--- src/pct_pkg.sv ---
// Constants for the timer one control block.
// Assumes the register sits at its documented address on the core's memory bus.
package pct_pkg;
	localparam logic [7:0] CTRL_ADDR = 8'hAE;
	localparam logic [7:0] CTRL_RESET = 8'h00;
	localparam int BIT_MODE = 7;
	localparam int BIT_EDGE_B = 6;
	localparam int BIT_OUT_A = 5;
	localparam int BIT_RUN = 4;
	localparam int BIT_PEND = 3;
	localparam int BIT_IRQ_EN = 2;
	localparam int BIT_UNUSED = 1;
	localparam int BIT_STROBE = 0;
	localparam int CNT_W = 12;
	localparam logic [11:0] CNT_ZERO = 12'h000;
	localparam logic [11:0] CNT_MAX = 12'hFFF;
	localparam logic [7:0] WR_MASK = 8'hFD;
	typedef enum logic [1:0] {ST_IDLE, ST_PWM, ST_STOPPING, ST_CAPTURE} pct_state_t;
endpackage : pct_pkg

--- src/pct_sync_if.sv ---
// Carrier between the control block and its pin synchroniser.
// Assumes one clock domain on the sampled side.
`timescale 1ns/100ps
`default_nettype none
interface pct_sync_if;
	logic raw;
	logic sync;
	modport src (output raw, input sync);
	modport snk (input raw, output sync);
endinterface : pct_sync_if
`default_nettype wire

--- src/pct_sync.sv ---
// Two-stage synchroniser for an asynchronous pin input.
// Assumes the pin has no relation to MCLK.
`timescale 1ns/100ps
`default_nettype none
module pct_sync
(
	// Clock and reset.
	input wire logic clk,
	input wire logic rst,
	// Pin level in and synchronised level out.
	pct_sync_if.snk s
);
	logic meta_ff;
	logic sync_ff;
	always_ff @(posedge clk or posedge rst)
	begin
		if (rst)
		begin
			meta_ff <= 1'b0;
			sync_ff <= 1'b0;
		end
		else
		begin
			meta_ff <= s.raw;
			sync_ff <= meta_ff;
		end
	end
	assign s.sync = sync_ff;
endmodule : pct_sync
`default_nettype wire

--- src/pct_timer_control.sv ---
// Control register, run/stop, capture flags and interrupt of timer one.
// Assumes the core writes with single-cycle strobes on MCLK; the datapath flags
// the end of each cycle; the period reload and capture edges are derived here.
`timescale 1ns/100ps
`default_nettype none
module pct_timer_control
	import pct_pkg::*;
(
	// Clock and reset.
	input wire logic MCLK,
	input wire logic SYS_RST,
	// Register access from the core.
	input wire logic [7:0] ADDR,
	input wire logic WR_EN,
	input wire logic RD_EN,
	input wire logic [7:0] WDATA,
	output logic [7:0] RDATA,
	// Datapath status, same clock.
	input wire logic CYCLE_END,
	input wire logic PWM_STROBE,
	input wire logic PWM_OUT_A,
	input wire logic PWM_OUT_B,
	// Pins.
	input wire logic PIN_B_IN,
	input wire logic PORT_PIN_ONE_NORMAL,
	// Outputs.
	output logic [11:0] PERIOD_COUNTER,
	output logic COUNT_RUN,
	output logic CAPTURE_MODE,
	output logic CAPTURE_EVENT,
	output logic DRIVE_OUT_A,
	output logic DRIVE_OUT_B,
	output logic PORT_PIN_ONE,
	output logic TIMER_IRQ
);
	logic [7:0] ctrl_ff;
	logic [7:0] nxt_ctrl;
	logic [11:0] cnt_ff;
	logic [11:0] nxt_cnt;
	logic [7:0] rdata_ff;
	logic act_a_ff;
	logic act_b_ff;
	logic act_strobe_ff;
	logic act_edge_ff;
	logic prev_b_ff;
	logic irq_ff;
	logic capt_ff;
	logic run_ff;
	logic out_a_ff;
	logic out_b_ff;
	logic pin1_ff;
	pct_state_t state_ff;
	pct_state_t nxt_state;
	pct_sync_if sif ();
	pct_sync u_sync
	(
		.clk(MCLK),
		.rst(SYS_RST),
		.s(sif.snk)
	);
	assign sif.raw = PIN_B_IN;
	wire wr_hit = WR_EN && (ADDR == CTRL_ADDR);
	wire rd_hit = RD_EN && (ADDR == CTRL_ADDR);
	wire mode_cap = ctrl_ff[BIT_MODE];
	wire pin_b = sif.sync;
	// Edge sense uses the attribute in force, not the freshly written bit.
	wire rise_b = pin_b && !prev_b_ff;
	wire fall_b = !pin_b && prev_b_ff;
	wire capt_evt = (state_ff == ST_CAPTURE) && (act_edge_ff ? fall_b : rise_b);
	wire wrap_evt = (state_ff == ST_CAPTURE) && (cnt_ff == CNT_MAX);
	wire pwm_active = (state_ff == ST_PWM) || (state_ff == ST_STOPPING);
	wire reload_evt = pwm_active && CYCLE_END;
	wire running = pwm_active || (state_ff == ST_CAPTURE);
	// Attributes are latched at cycle end, or immediately while stopped.
	wire take_attr = !running || CYCLE_END;
	wire irq_src = mode_cap ? (ctrl_ff[BIT_PEND] || ctrl_ff[BIT_RUN])
		: ctrl_ff[BIT_PEND];
	wire irq_next = ctrl_ff[BIT_IRQ_EN] && irq_src;
	// The run bit reads as set until a deferred stop has really taken effect.
	wire run_seen = ctrl_ff[BIT_RUN] || (state_ff == ST_STOPPING);
	wire [7:0] rd_word = {ctrl_ff[7:5], run_seen, ctrl_ff[3:0]};

	always_comb
	begin
		nxt_ctrl = ctrl_ff;
		nxt_state = state_ff;
		if (wr_hit)
		begin
			// Plain bits take the write; bit one is never stored.
			nxt_ctrl = (WDATA & WR_MASK);
			// Flags may only be cleared by software.
			nxt_ctrl[BIT_PEND] = ctrl_ff[BIT_PEND] & WDATA[BIT_PEND];
			if (mode_cap)
				nxt_ctrl[BIT_RUN] = ctrl_ff[BIT_RUN] & WDATA[BIT_RUN];
		end
		// Hardware sets win over a software clear in the same cycle.
		if (reload_evt || capt_evt)
			nxt_ctrl[BIT_PEND] = 1'b1;
		if (wrap_evt)
			nxt_ctrl[BIT_RUN] = 1'b1;
		case (state_ff)
			ST_IDLE:
			begin
				if (nxt_ctrl[BIT_MODE])
					nxt_state = ST_CAPTURE;
				else if (nxt_ctrl[BIT_RUN])
					nxt_state = ST_PWM;
			end
			ST_PWM:
			begin
				if (!nxt_ctrl[BIT_RUN] || nxt_ctrl[BIT_MODE])
					nxt_state = CYCLE_END ? ST_IDLE : ST_STOPPING;
			end
			ST_STOPPING:
			begin
				if (CYCLE_END)
					nxt_state = ST_IDLE;
			end
			ST_CAPTURE:
			begin
				// Leaving capture also waits for the cycle to finish.
				if (!nxt_ctrl[BIT_MODE] && CYCLE_END)
				begin
					nxt_state = ST_IDLE;
					nxt_ctrl[BIT_RUN] = 1'b0;
				end
			end
			default: nxt_state = ST_IDLE;
		endcase
		// In PWM the run bit shows the stop taking effect at cycle end.
		if (!mode_cap && (state_ff == ST_STOPPING) && CYCLE_END)
			nxt_ctrl[BIT_RUN] = 1'b0;
	end

	always_comb
	begin
		nxt_cnt = cnt_ff;
		if (nxt_state == ST_IDLE)
			nxt_cnt = CNT_ZERO;
		else if (state_ff == ST_IDLE)
			nxt_cnt = CNT_ZERO;
		else if (reload_evt)
			nxt_cnt = CNT_ZERO;
		else
			nxt_cnt = cnt_ff + 12'h001;
	end

	always_ff @(posedge MCLK or posedge SYS_RST)
	begin
		if (SYS_RST)
		begin
			ctrl_ff <= CTRL_RESET;
			state_ff <= ST_IDLE;
			cnt_ff <= CNT_ZERO;
		end
		else
		begin
			ctrl_ff <= nxt_ctrl;
			state_ff <= nxt_state;
			cnt_ff <= nxt_cnt;
		end
	end

	always_ff @(posedge MCLK or posedge SYS_RST)
	begin
		if (SYS_RST)
		begin
			act_a_ff <= 1'b0;
			act_b_ff <= 1'b0;
			act_strobe_ff <= 1'b0;
			act_edge_ff <= 1'b0;
		end
		else if (take_attr)
		begin
			// The word being written counts, so a start with new enables uses them at once.
			act_a_ff <= nxt_ctrl[BIT_OUT_A];
			act_b_ff <= nxt_ctrl[BIT_EDGE_B] && !nxt_ctrl[BIT_MODE];
			act_strobe_ff <= nxt_ctrl[BIT_STROBE];
			act_edge_ff <= nxt_ctrl[BIT_EDGE_B];
		end
	end

	always_ff @(posedge MCLK or posedge SYS_RST)
	begin
		if (SYS_RST)
		begin
			prev_b_ff <= 1'b0;
			irq_ff <= 1'b0;
			capt_ff <= 1'b0;
			run_ff <= 1'b0;
			out_a_ff <= 1'b0;
			out_b_ff <= 1'b0;
			pin1_ff <= 1'b0;
			rdata_ff <= CTRL_RESET;
		end
		else
		begin
			prev_b_ff <= pin_b;
			irq_ff <= irq_next;
			capt_ff <= capt_evt;
			run_ff <= (nxt_state != ST_IDLE);
			out_a_ff <= act_a_ff && running && PWM_OUT_A;
			out_b_ff <= act_b_ff && pwm_active && PWM_OUT_B;
			pin1_ff <= act_strobe_ff ? PWM_STROBE : PORT_PIN_ONE_NORMAL;
			// Readback is the stored word with run_seen as bit 4, not the attribute in force.
			rdata_ff <= rd_hit ? rd_word : 8'h00;
		end
	end

	// Software is trusted to use full loads, so no merge of a stale read is done.
	// Back-to-back events before a clear collapse into one flag.
	assign RDATA = rdata_ff;
	assign PERIOD_COUNTER = cnt_ff;
	assign COUNT_RUN = run_ff;
	assign CAPTURE_MODE = ctrl_ff[BIT_MODE];
	assign CAPTURE_EVENT = capt_ff;
	assign DRIVE_OUT_A = out_a_ff;
	assign DRIVE_OUT_B = out_b_ff;
	assign PORT_PIN_ONE = pin1_ff;
	assign TIMER_IRQ = irq_ff;

	property p_unused_zero;
		@(posedge MCLK) disable iff (SYS_RST)
		ctrl_ff[BIT_UNUSED] == 1'b0;
	endproperty
	a_unused_zero: assert property (p_unused_zero) else $error("Unused bit set.");

	property p_no_sw_set;
		@(posedge MCLK) disable iff (SYS_RST)
		(wr_hit && !ctrl_ff[BIT_PEND] && !reload_evt && !capt_evt) |=> !ctrl_ff[BIT_PEND];
	endproperty
	a_no_sw_set: assert property (p_no_sw_set) else $error("Pending set by write.");

	property p_pend_set;
		@(posedge MCLK) disable iff (SYS_RST)
		(reload_evt || capt_evt) |=> ctrl_ff[BIT_PEND];
	endproperty
	a_pend_set: assert property (p_pend_set) else $error("Pending not set.");

	property p_wrap_set;
		@(posedge MCLK) disable iff (SYS_RST)
		(wrap_evt && !(ctrl_ff[BIT_MODE] && !nxt_ctrl[BIT_MODE] && CYCLE_END))
			|=> ctrl_ff[BIT_RUN];
	endproperty
	a_wrap_set: assert property (p_wrap_set) else $error("Wrap flag not set.");

	property p_irq_level;
		@(posedge MCLK) disable iff (SYS_RST)
		irq_next |=> TIMER_IRQ;
	endproperty
	a_irq_level: assert property (p_irq_level) else $error("Interrupt not raised.");

	property p_irq_pwm;
		@(posedge MCLK) disable iff (SYS_RST)
		(!mode_cap && !ctrl_ff[BIT_PEND]) |=> !TIMER_IRQ;
	endproperty
	a_irq_pwm: assert property (p_irq_pwm) else $error("PWM interrupt without pending.");

	property p_reset_val;
		@(posedge MCLK) $fell(SYS_RST) |-> (ctrl_ff == CTRL_RESET);
	endproperty
	a_reset_val: assert property (p_reset_val) else $error("Bad reset value.");

	property p_stop_defer;
		@(posedge MCLK) disable iff (SYS_RST)
		(state_ff == ST_PWM && !CYCLE_END) |=> (state_ff != ST_IDLE);
	endproperty
	a_stop_defer: assert property (p_stop_defer) else $error("Stop not deferred.");

	property p_start_zero;
		@(posedge MCLK) disable iff (SYS_RST)
		(state_ff == ST_IDLE) |=> (cnt_ff == CNT_ZERO);
	endproperty
	a_start_zero: assert property (p_start_zero) else $error("Counter not from zero.");
endmodule : pct_timer_control
`default_nettype wire

--- config.mk ---
export PLATFORM = sky130hd
export DESIGN_NAME = pct_timer_control
export DESIGN_NICKNAME = d
export VERILOG_FILES = /design/src/pct_pkg.sv /design/src/pct_sync_if.sv /design/src/pct_sync.sv /design/src/pct_timer_control.sv
export SDC_FILE = /design/constraint.sdc
export NUM_CORES = 1
export LEC_CHECK = 0
export ABC_CLOCK_PERIOD_IN_PS = 3900
export BUFFER_PORTS_ARGS = -buffer_cell sky130_fd_sc_hd__buf_2
export CAP_MARGIN = 20
export CORE_ASPECT_RATIO = 1.5
export CORE_MARGIN = 2
export CORE_UTILIZATION = 55
export DETAILED_ROUTE_END_ITERATION = 7
export PLACE_DENSITY_LB_ADDON = 0.2
export SYNTH_ARGS = -nofsm -noshare
export SYNTH_HDL_FRONTEND = slang
export SYNTH_SLANG_ARGS = --single-unit
export TNS_END_PERCENT = 30
--- constraint.sdc ---
create_clock -name MCLK -period 3.9 [get_ports MCLK]
set_input_delay 0.195 -clock MCLK [delete_from_list [all_inputs] [get_ports MCLK]]
set_output_delay 0.195 -clock MCLK [all_outputs]
set_load 0.05 [all_outputs]
# After elaboration in Yosys (flattened, before gate mapping)
# Index checks and enable logic that the tools add are counted.
word_totals:
  output_inout_bits: 27
  reg_bits: 42
op_classes:
  muxes: 21
  n_addsub: 1
  bitwise: 2
  n_reduce_logical: 33
  n_eq_ne: 5
op_table:
  columns: ["cell", "n"]
  rows:
  - ["$mux 12", 3]
  - ["$logic_and 1x1->1", 16]
  - ["$mux 8", 2]
  - ["$add 12x1->12 const B", 1]
  - ["$eq 12x12->1 const B", 1]
  - ["$mux 2", 6]
  - ["$mux 1", 9]
  - ["$eq 8x8->1 const B", 1]
  - ["$pmux 2 s4", 1]
  - ["$logic_or 1x1->1", 7]
  - ["$logic_not 1->1", 6]
  - ["$eq 2x2->1 const B", 2]
  - ["$logic_not 2->1", 2]
  - ["$reduce_bool 2->1", 2]
  - ["$and 1x1->1", 2]
  - ["$eq 2x1->1 const B", 1]

# Depth between registers and ports, before layout
# Gate-level depths: netlist of the first run.
logic_depth:
  depth_word: 10
  depth_mapped: 10
  ltp_nobuf: 8

# Modules after synthesis
# From an unflattened synthesis of the first run, not the netlist that was laid out.
hier_totals:
  hier_cells: 164
  hier_area_um2: 1793.0
modules_own_cells:
  columns: ["module", "instances", "cells_each", "area_per_inst_um2"]
  rows:
  - ["pct_timer_control", 1, 161, 1739.2]
  - ["pct_sync", 1, 3, 53.8]

# Worst setup path after synthesis of the first run
# Ideal clock, no wire load.
synth_path:
  path_kind: "reg-to-reg"
  from: "register cnt_ff[0] (netlist: PERIOD_COUNTER[0])"
  to: "register cnt_ff[0] (netlist: PERIOD_COUNTER[0])"
  setup_time_ns: 0.138
  required_time_ns: 3.762
  n_path_buf: 1
  t_arrival_ns: 1.990
  path_stages_with_launch: 9
  path_slack_ns: 1.772
  synth_period_minus_slack_ns: 2.128
  cell_sequence: "dfrtp_1 > ha_1 > nand3_1 > nor2_1 > a22o_1 > o21ai_1 > a22oi_4 > buf_8 > nor2_2"
synth_between:
  elab_chain_cells: 9
synth_rtl:
  columns: ["element", "line_no", "source"]
  rows:
  - ["from (decl)", "pct_timer_control.sv:38", "logic [11:0] cnt_ff;"]
  - ["from (signal assigned)", "pct_timer_control.sv:160", "cnt_ff <= nxt_cnt;"]
  - ["$eq 12x12->1", "pct_timer_control.sv:70", "wire wrap_evt = (state_ff == ST_CAPTURE) && (cnt_ff == CNT_MAX);"]
  - ["$logic_and 1x1->1", "pct_timer_control.sv:70", null]
  - ["$mux 1", "pct_timer_control.sv:99", "if (wrap_evt)"]
  - ["$logic_not 1->1", "pct_timer_control.sv:111", "if (!nxt_ctrl[BIT_RUN] || nxt_ctrl[BIT_MODE])"]
  - ["$logic_or 1x1->1", "pct_timer_control.sv:111", null]
  - ["$mux 2", "pct_timer_control.sv:111", null]
  - ["$pmux 2 s4", "pct_timer_control.sv:101", "case (state_ff)"]
  - ["$logic_not 2->1", "pct_timer_control.sv:138", "if (nxt_state == ST_IDLE)"]
  - ["$mux 12 *", "pct_timer_control.sv:138", null]
  - ["net nxt_cnt[0]", "pct_timer_control.sv:39", "logic [11:0] nxt_cnt;"]
# Mark *: on every way through the listed nets, which the timed path passes. The rest lies on a longest branch.
# A chain may end at the register's enable or synchronous reset.

# Worst setup path after layout of the first run
layout_path:
  from: "register state_ff[0]"
  to: "register cnt_ff[11] (netlist: PERIOD_COUNTER[11])"
layout_between:
  elab_chain_cells: 9
layout_rtl:
  columns: ["element", "line_no", "source"]
  rows:
  - ["from (decl)", "pct_timer_control.sv:52", "pct_state_t state_ff;"]
  - ["from (signal assigned)", "pct_timer_control.sv:159", "state_ff <= nxt_state;"]
  - ["$eq 2x2->1", "pct_timer_control.sv:70, pct_timer_control.sv:101", null]
  - ["$logic_and 1x1->1", "pct_timer_control.sv:70", null]
  - ["$mux 1", "pct_timer_control.sv:99", null]
  - ["$logic_not 1->1", "pct_timer_control.sv:111", null]
  - ["$logic_or 1x1->1", "pct_timer_control.sv:111", null]
  - ["$mux 2", "pct_timer_control.sv:111", null]
  - ["$pmux 2 s4", "pct_timer_control.sv:101", null]
  - ["$logic_not 2->1", "pct_timer_control.sv:138", null]
  - ["$mux 12 *", "pct_timer_control.sv:138", null]
  - ["net nxt_cnt[11]", "pct_timer_control.sv:39", null]
# Marked as above.

==> results.py, run 1 <==
metrics = {
    "pwr": {
        "p_leak_nw": 1.189,
        "finalPower_mw": 0.9758,
        "vdd_drop_max_uv": 460.5,
        "power-per-cell-area_mw_per_mm2": 436.4,
    },
    "sta": {
        "hold_viol_final": 0,
        "slew_headroom_pct": 66.16,
        "fin_skew_ps": 6.977,
        "maxSlewViolCount": 0,
        "setup_slack_ps": 1716,
        "rsz0062_at_grt": "no",
        "setup_viol": 0,
        "fmax_mhz": 457.9,
        "fin_setup_tns_ps": 0,
        "fin_crit_sh_pct": 56.00,
        "worst_pin_slew_ps": 507.6,
        "fin_crit_ps": 2184,
    },
    "setup_path": {
        "crit_fanout": 12,
        "critPathArrivalTime_ps": 2350,
        "crit_type": "reg2reg",
        "end_kind": "flop",
        "r2r_start": "state_ff[0]",
        "startpoint": "state_ff[0]",
        "worstPathRequired_ps": 4070,
        "cp-start-kind": "flop",
    },
    "final_layout": {
        "fillerInstances": 258,
        "drive_gt1_share_pct": 38.36,
        "area_growth_pct": 21.81,
        "seq_area_mm2": 0.001026,
        "multiInputGateArea_um2": 743.2,
        "fin_cells": 259,
        "n_antenna_cell": 0,
        "nNetsFinal": 249,
    },
    "die": {
        "rows": 25,
        "die_x_um": 51.17,
        "die_h_um": 74.75,
        "io_pins": 53,
        "die-area_mm2": 0.003825,
        "start_util_pct": 58.10,
        "coreArea_mm2": 0.003159,
    },
    "synth": {
        "ys_async_sr_fraction_pct": 100.0,
        "synth_area_leaders": "dfrtp_1 (56%), mux2_2 (3.7%), ha_1 (3.4%)",
        "synth_nets": 194,
        "synthSimpleGateAreaFrac_pct": 19.43,
        "yosysSeqAreaShare_pct": 55.90,
        "syn_inst": 163,
        "synth_cell_types": 42,
        "synth-edff-count": 0,
        "avgSynthCellArea_um2": 11.26,
        "synth_top_area_share_pct": 55.90,
        "synth_top_family_by_area": "simple AND/OR/NAND/NOR gates",
        "synthesis.area_mm2": 0.001836,
        "synth_compound_area_share_pct": 8.453,
        "synth.area.mux_share_pct": 4.226,
        "synthFlopType": "dfrtp_1",
        "synth_top_area_cell": "dfrtp_1",
        "yosysWarnings": 0,
        "ys_seq_elements": 41,
        "synth-adder-area-share_pct": 3.408,
        "yosys.area_share.xor_xnor_pct": 4.772,
    },
    "placement": {
        "placed_cells": 250,
        "dpl_worst_slack_ps": 1727,
        "gp_congestion": 0.7887,
        "place_hpwl_um": 2678,
        "portBuffers": 50,
    },
    "run_status": {
        "status": "finished clean",
    },
    "route": {
        "drc": 0,
        "vias": 1366,
        "viasPerCell": 5.274,
        "dr.pass1.iters": 4,
        "ant_nets": 0,
        "totalWireLength_um": 3516,
        "routedWlPerCell_um": 13.58,
        "drt_iter0_drc": 28,
    },
    "global_routing": {
        "grt_pass1_vias": 1351,
        "overflow": 0,
        "grt_first_pass_wirelength_um": 5616,
        "grt_max_degree": 42,
        "grt_util_all_layers_pct": 20.24,
        "antenna_found_initial": 0,
    },
    "cts": {
        "cts.root.buffer_cell": "clkbuf_8",
        "numCtsBuffers": 5,
        "clk_pin_slew_worst_paths_ps": 80,
        "ctsResizeCount": 0,
        "ctsHtreeMaxLevel": 2,
        "insertion_delay_ps": 300,
        "cts.path.max_buffers": 2,
        "cts_tree": "yes",
        "numClockSinks": 41,
    },
    "run": {
        "drv_cap": 0,
    },
    "hold_path": {
        "hold_path_class": "in2async",
    },
}
## synth_stat cells, types with 2 or more instances
| cell type | n |
|---|---|
| a21oi_1 | 3 |
| and2_1 | 6 |
| and3_1 | 2 |
| clkbuf_2 | 2 |
| dfrtp_1 | 41 |
| ha_1 | 5 |
| inv_1 | 8 |
| mux2_2 | 6 |
| nand2_1 | 12 |
| nand3_1 | 6 |
| nand4_1 | 3 |
| nor2_1 | 15 |
| nor2_2 | 10 |
| nor2b_1 | 2 |
| o21a_1 | 2 |
| o21ai_0 | 5 |
| o21ai_1 | 2 |
| xnor2_1 | 5 |
| xor2_1 | 5 |
## critical path, cell delays in order, from the launching register on
cell and delay, ps:
dfrtp_1 450, inv_1 110, ha_1 330, nor2_1 110
and2_2 240, nor2_1 110, o21ai_1 120, a22oi_4 490
nor2_1 100
## worst paths after layout
path / cells after the start / slack (ps) / to
min in group MCLK: 2 / 130 / PORT_PIN_ONE
max: 8 / 1720 / PERIOD_COUNTER[11]
max reg2reg: 8 / 1720 / PERIOD_COUNTER[11]
min reg2reg: 0 / 380 / u_sync.s.sync
min: 3 / 7 / DRIVE_OUT_A
max in group asynchronous: 3 / 3530 / PERIOD_COUNTER[9]
## metal layers
metal	wire [um]	track usage (%)
met5	0	0
met4	98	11.11
met3	218	5.159
met2	1857	37.09
met1	1341	20.79
## area by class of cell
type / instances / share of cell area (%)
Clock buffer: 5 / 3.078
Timing Repair Buffer: 52 / 11.98
Tap cell: 40 / 2.238
Multi-Input combinational cell: 109 / 33.24
Sequential cell: 41 / 45.89
Inverter: 9 / 1.511
Clock inverter: 3 / 2.071
## state kept, by name, summed over array words and instances, names as in the netlist
register	cells
act_strobe_ff	1
PORT_PIN_ONE	1
act_edge_ff	1
CAPTURE_EVENT	1
PERIOD_COUNTER	12
TIMER_IRQ	1
prev_b_ff	1
u_sync.meta_ff	1
RDATA	7
state_ff	2
act_b_ff	1
u_sync.s.sync	1
DRIVE_OUT_B	1
COUNT_RUN	1
act_a_ff	1
DRIVE_OUT_A	1
ctrl_ff	7
## stage by stage
stage / hold WS [ps] / cell area [um2] / utilization [%]
finish: 6.716 / 2236 / 70.77
global route: 74.78 / 2236 / 70.77
CTS: 20.04 / 2236 / 70.77
detailed placement: 305.3 / 2111 / 66.81
global placement: 303.4 / 2111 / 66.81
floorplan: 226.4 / 1836 / -
## repair_timing
item                      CTS  global route
buffers inserted            0             0
hold endpoints to repair    1             0
hold buffers                1             0
## cell families after synthesis
kind of cell / after synthesis
AOI/OAI and AO/OA: 21
xor gates and xnor gates: 10
adders and majority gates: 5
buffers and inverters: 13
DFF: 41
muxes: 7
other: 1
and+or+nand+nor: 65
## cell usage in the layout, fill, tap and decap left out, types with 2 or more instances in the layout
master    instances
buf_2            50
inv_1             8
o21a_1            2
o21ai_1           2
nor2_2           10
xor2_1            5
xnor2_1           5
and3_1            2
o21ai_0           5
and2_1            6
nor2b_1           2
a21oi_1           3
ha_1              5
nand4_1           3
mux2_2            6
nand3_1           6
nand2_1          12
clkbuf_8          5
nor2_1           15
dfrtp_1          41
## where the power goes
part           total [mW]  internal, mW  switching [mW]
logic               0.166        0.0590           0.107
registers           0.470         0.450          0.0196
clock network       0.340         0.191           0.149
total               0.976         0.700           0.275
Power figures use the tool's default switching activity.
==> run 2, diff against run 1 <==
Settings changed: ABC_CLOCK_PERIOD_IN_PS 3900 to 2000, CORE_UTILIZATION 55 to 46.
Clock period 3.9 ns to 2 ns, I/O delays scaled along.
==> results.py, run 2 (synthesized netlist as in run 1, its figures left out) <==
metrics = {
    "pwr": {
        "switchingPower_mw": 0.5457,
        "finalPower_mw": 2.057,
        "vdd_drop_max_uv": 602.1,
        "clockPowerShare_pct": 38.8,
        "power-per-cell-area_mw_per_mm2": 881.9,
        "p_int_mw": 1.511,
        "comb_power_share_pct": 16.8,
        "p_leak_nw": 1.234,
        "pwr-share-seq_pct": 44.4,
        "swShare_pct": 26.53,
    },
    "hold_path": {
        "hold_path_class": "in2reg",
    },
    "sta": {
        "maxSlewViolCount": 0,
        "setup_viol": 0,
        "hold_viol_final": 0,
        "fin_setup_tns_ps": 0,
        "fin_crit_sh_pct": 93.67,
        "fin_skew_ps": 6.583,
        "fmax_mhz": 533.8,
        "fin_crit_ps": 1873,
        "rsz0062_at_grt": "no",
    },
    "setup_path": {
        "critical_path.slowest_cell": "dfrtp_2",
        "crit_top_cell": "nor2_1",
        "crit_type": "reg2reg",
        "cp-start-kind": "flop",
        "end_kind": "flop",
        "crit_fanout": 12,
        "critPathArrivalTime_ps": 2060,
        "max_stage_delay_ps": 440,
        "path_cells": "ha_1, nand3_1, nor2_1, a22o_1, a32o_2, a22oi_4, buf_12, nor2_1",
        "path_delay_family": "compound AO/OA/AOI/OAI gates",
        "critPathBufInv": 1,
        "worstPathRequired_ps": 2190,
    },
    "global_routing": {
        "grt_first_pass_wirelength_um": 5920,
        "antenna_found_initial": 0,
        "grt_max_degree": 42,
        "met1_usage_pct": 18.99,
        "overflow": 0,
        "met2_usage_pct": 30.48,
        "top_usage_layer": "met2",
        "grt_util_met3_pct": 5.096,
        "grt_util_all_layers_pct": 17.23,
        "grt_pass1_vias": 1311,
    },
    "route": {
        "routedWlPerCell_um": 13.26,
        "vias": 1362,
        "dr.pass1.iters": 4,
        "drt_iter0_drc": 21,
        "ant_nets": 0,
        "drc": 0,
        "viasPerCell": 5.044,
        "totalWireLength_um": 3581,
    },
    "die": {
        "die-area_mm2": 0.004522,
        "start_util_pct": 47.20,
        "io_pins": 53,
        "die_x_um": 55.58,
        "coreArea_mm2": 0.003889,
        "rows": 28,
        "die_h_um": 81.37,
    },
    "cts": {
        "insertion_delay_ps": 300,
        "cts.root.buffer_cell": "clkbuf_8",
        "cts.path.max_buffers": 2,
        "numClockSinks": 41,
        "numCtsBuffers": 5,
        "cts_tree": "yes",
        "ctsHtreeMaxLevel": 2,
        "clk_pin_slew_worst_paths_ps": 80,
    },
    "final_layout": {
        "nNetsFinal": 255,
        "final_cell_mix": "buf_2 (50), dfrtp_1 (38), nor2_1 (15)",
        "area_growth_pct": 27.06,
        "largest_reg_flops": 12,
        "seq_area_mm2": 0.001030,
        "post-route-util_pct": 59.97,
        "drive_gt1_share_pct": 41.33,
        "n_antenna_cell": 0,
        "multiInputGateArea_um2": 747.0,
        "mostFrequentLayoutCell": "buf_2",
        "fillerInstances": 328,
        "fin_cells": 270,
    },
    "placement": {
        "gp_congestion": 0.8369,
        "portBuffers": 50,
        "place_hpwl_um": 2716,
        "placed_cells": 259,
    },
    "run": {
        "drv_cap": 0,
    },
    "run_status": {
        "status": "finished clean",
    },
}
run 2: stage by stage:
stage                     cell area, um2  hold WS [ps]  setup slack (ps)
after floorplan                     1839         131.4             3.471
after global placement              2163         208.9             119.8
after detailed placement            2163         211.0             94.12
after CTS                           2321         23.54             77.49
after global routing                2332         25.88             6.279
final                               2332         29.28             126.5
run 2: worst reg2reg max path: cells and delay by family (launching register included):
kind            cells  cell delay (ps)
compound gates      3              680
fa+ha+maj           1              220
buf+inv             1              170
flops               1              440
simple gates        3              260
run 2: final cells by class:
class                      instances  share of cell area, %
timing repair buffer              58                  14.06
clock inverter                     3                  2.951
multi-input combinational        109                  32.03
sequential                        41                  44.15
inverter                           9                  1.448
clock buffer                       5                  2.951
tap                               45                  2.414
run 2: power groups by stage:
stage	Combinational, mW	Clock [mW]	Sequential [mW]
global route	0.383	0.856	0.922
global placement	0.326	0	0.927
CTS	0.344	0.815	0.913
detailed placement	0.340	0	0.930
floorplan	0.191	0	0.977
finish	0.346	0.798	0.913
run 2: per-layer routing:
metal  vias to the layer above  routed length, um
li1                        660                  -
met1                       640               1400
met2                        55               1851
met3                         7                251
met4                         0                 78
met5                         -                  0
run 2: what timing repair did:
action                     CTS  global route
setup endpoints to repair    0            12
setup buffers                0             1
resized for setup            0             1
hold endpoints to repair    42             0
hold buffers                 2             0
run 2: worst paths after layout:
path	start	depth (start not counted)	to	slack [ps]
min in group asynchronous	SYS_RST	4	u_sync.s.sync	460
min	PORT_PIN_ONE_NORMAL	2	PORT_PIN_ONE	30
max in group asynchronous	SYS_RST	4	ctrl_ff[7]	1160
min reg2reg	u_sync.meta_ff	0	u_sync.s.sync	360
max	PERIOD_COUNTER[0]	8	PERIOD_COUNTER[11]	130
max reg2reg	PERIOD_COUNTER[0]	8	PERIOD_COUNTER[11]	130
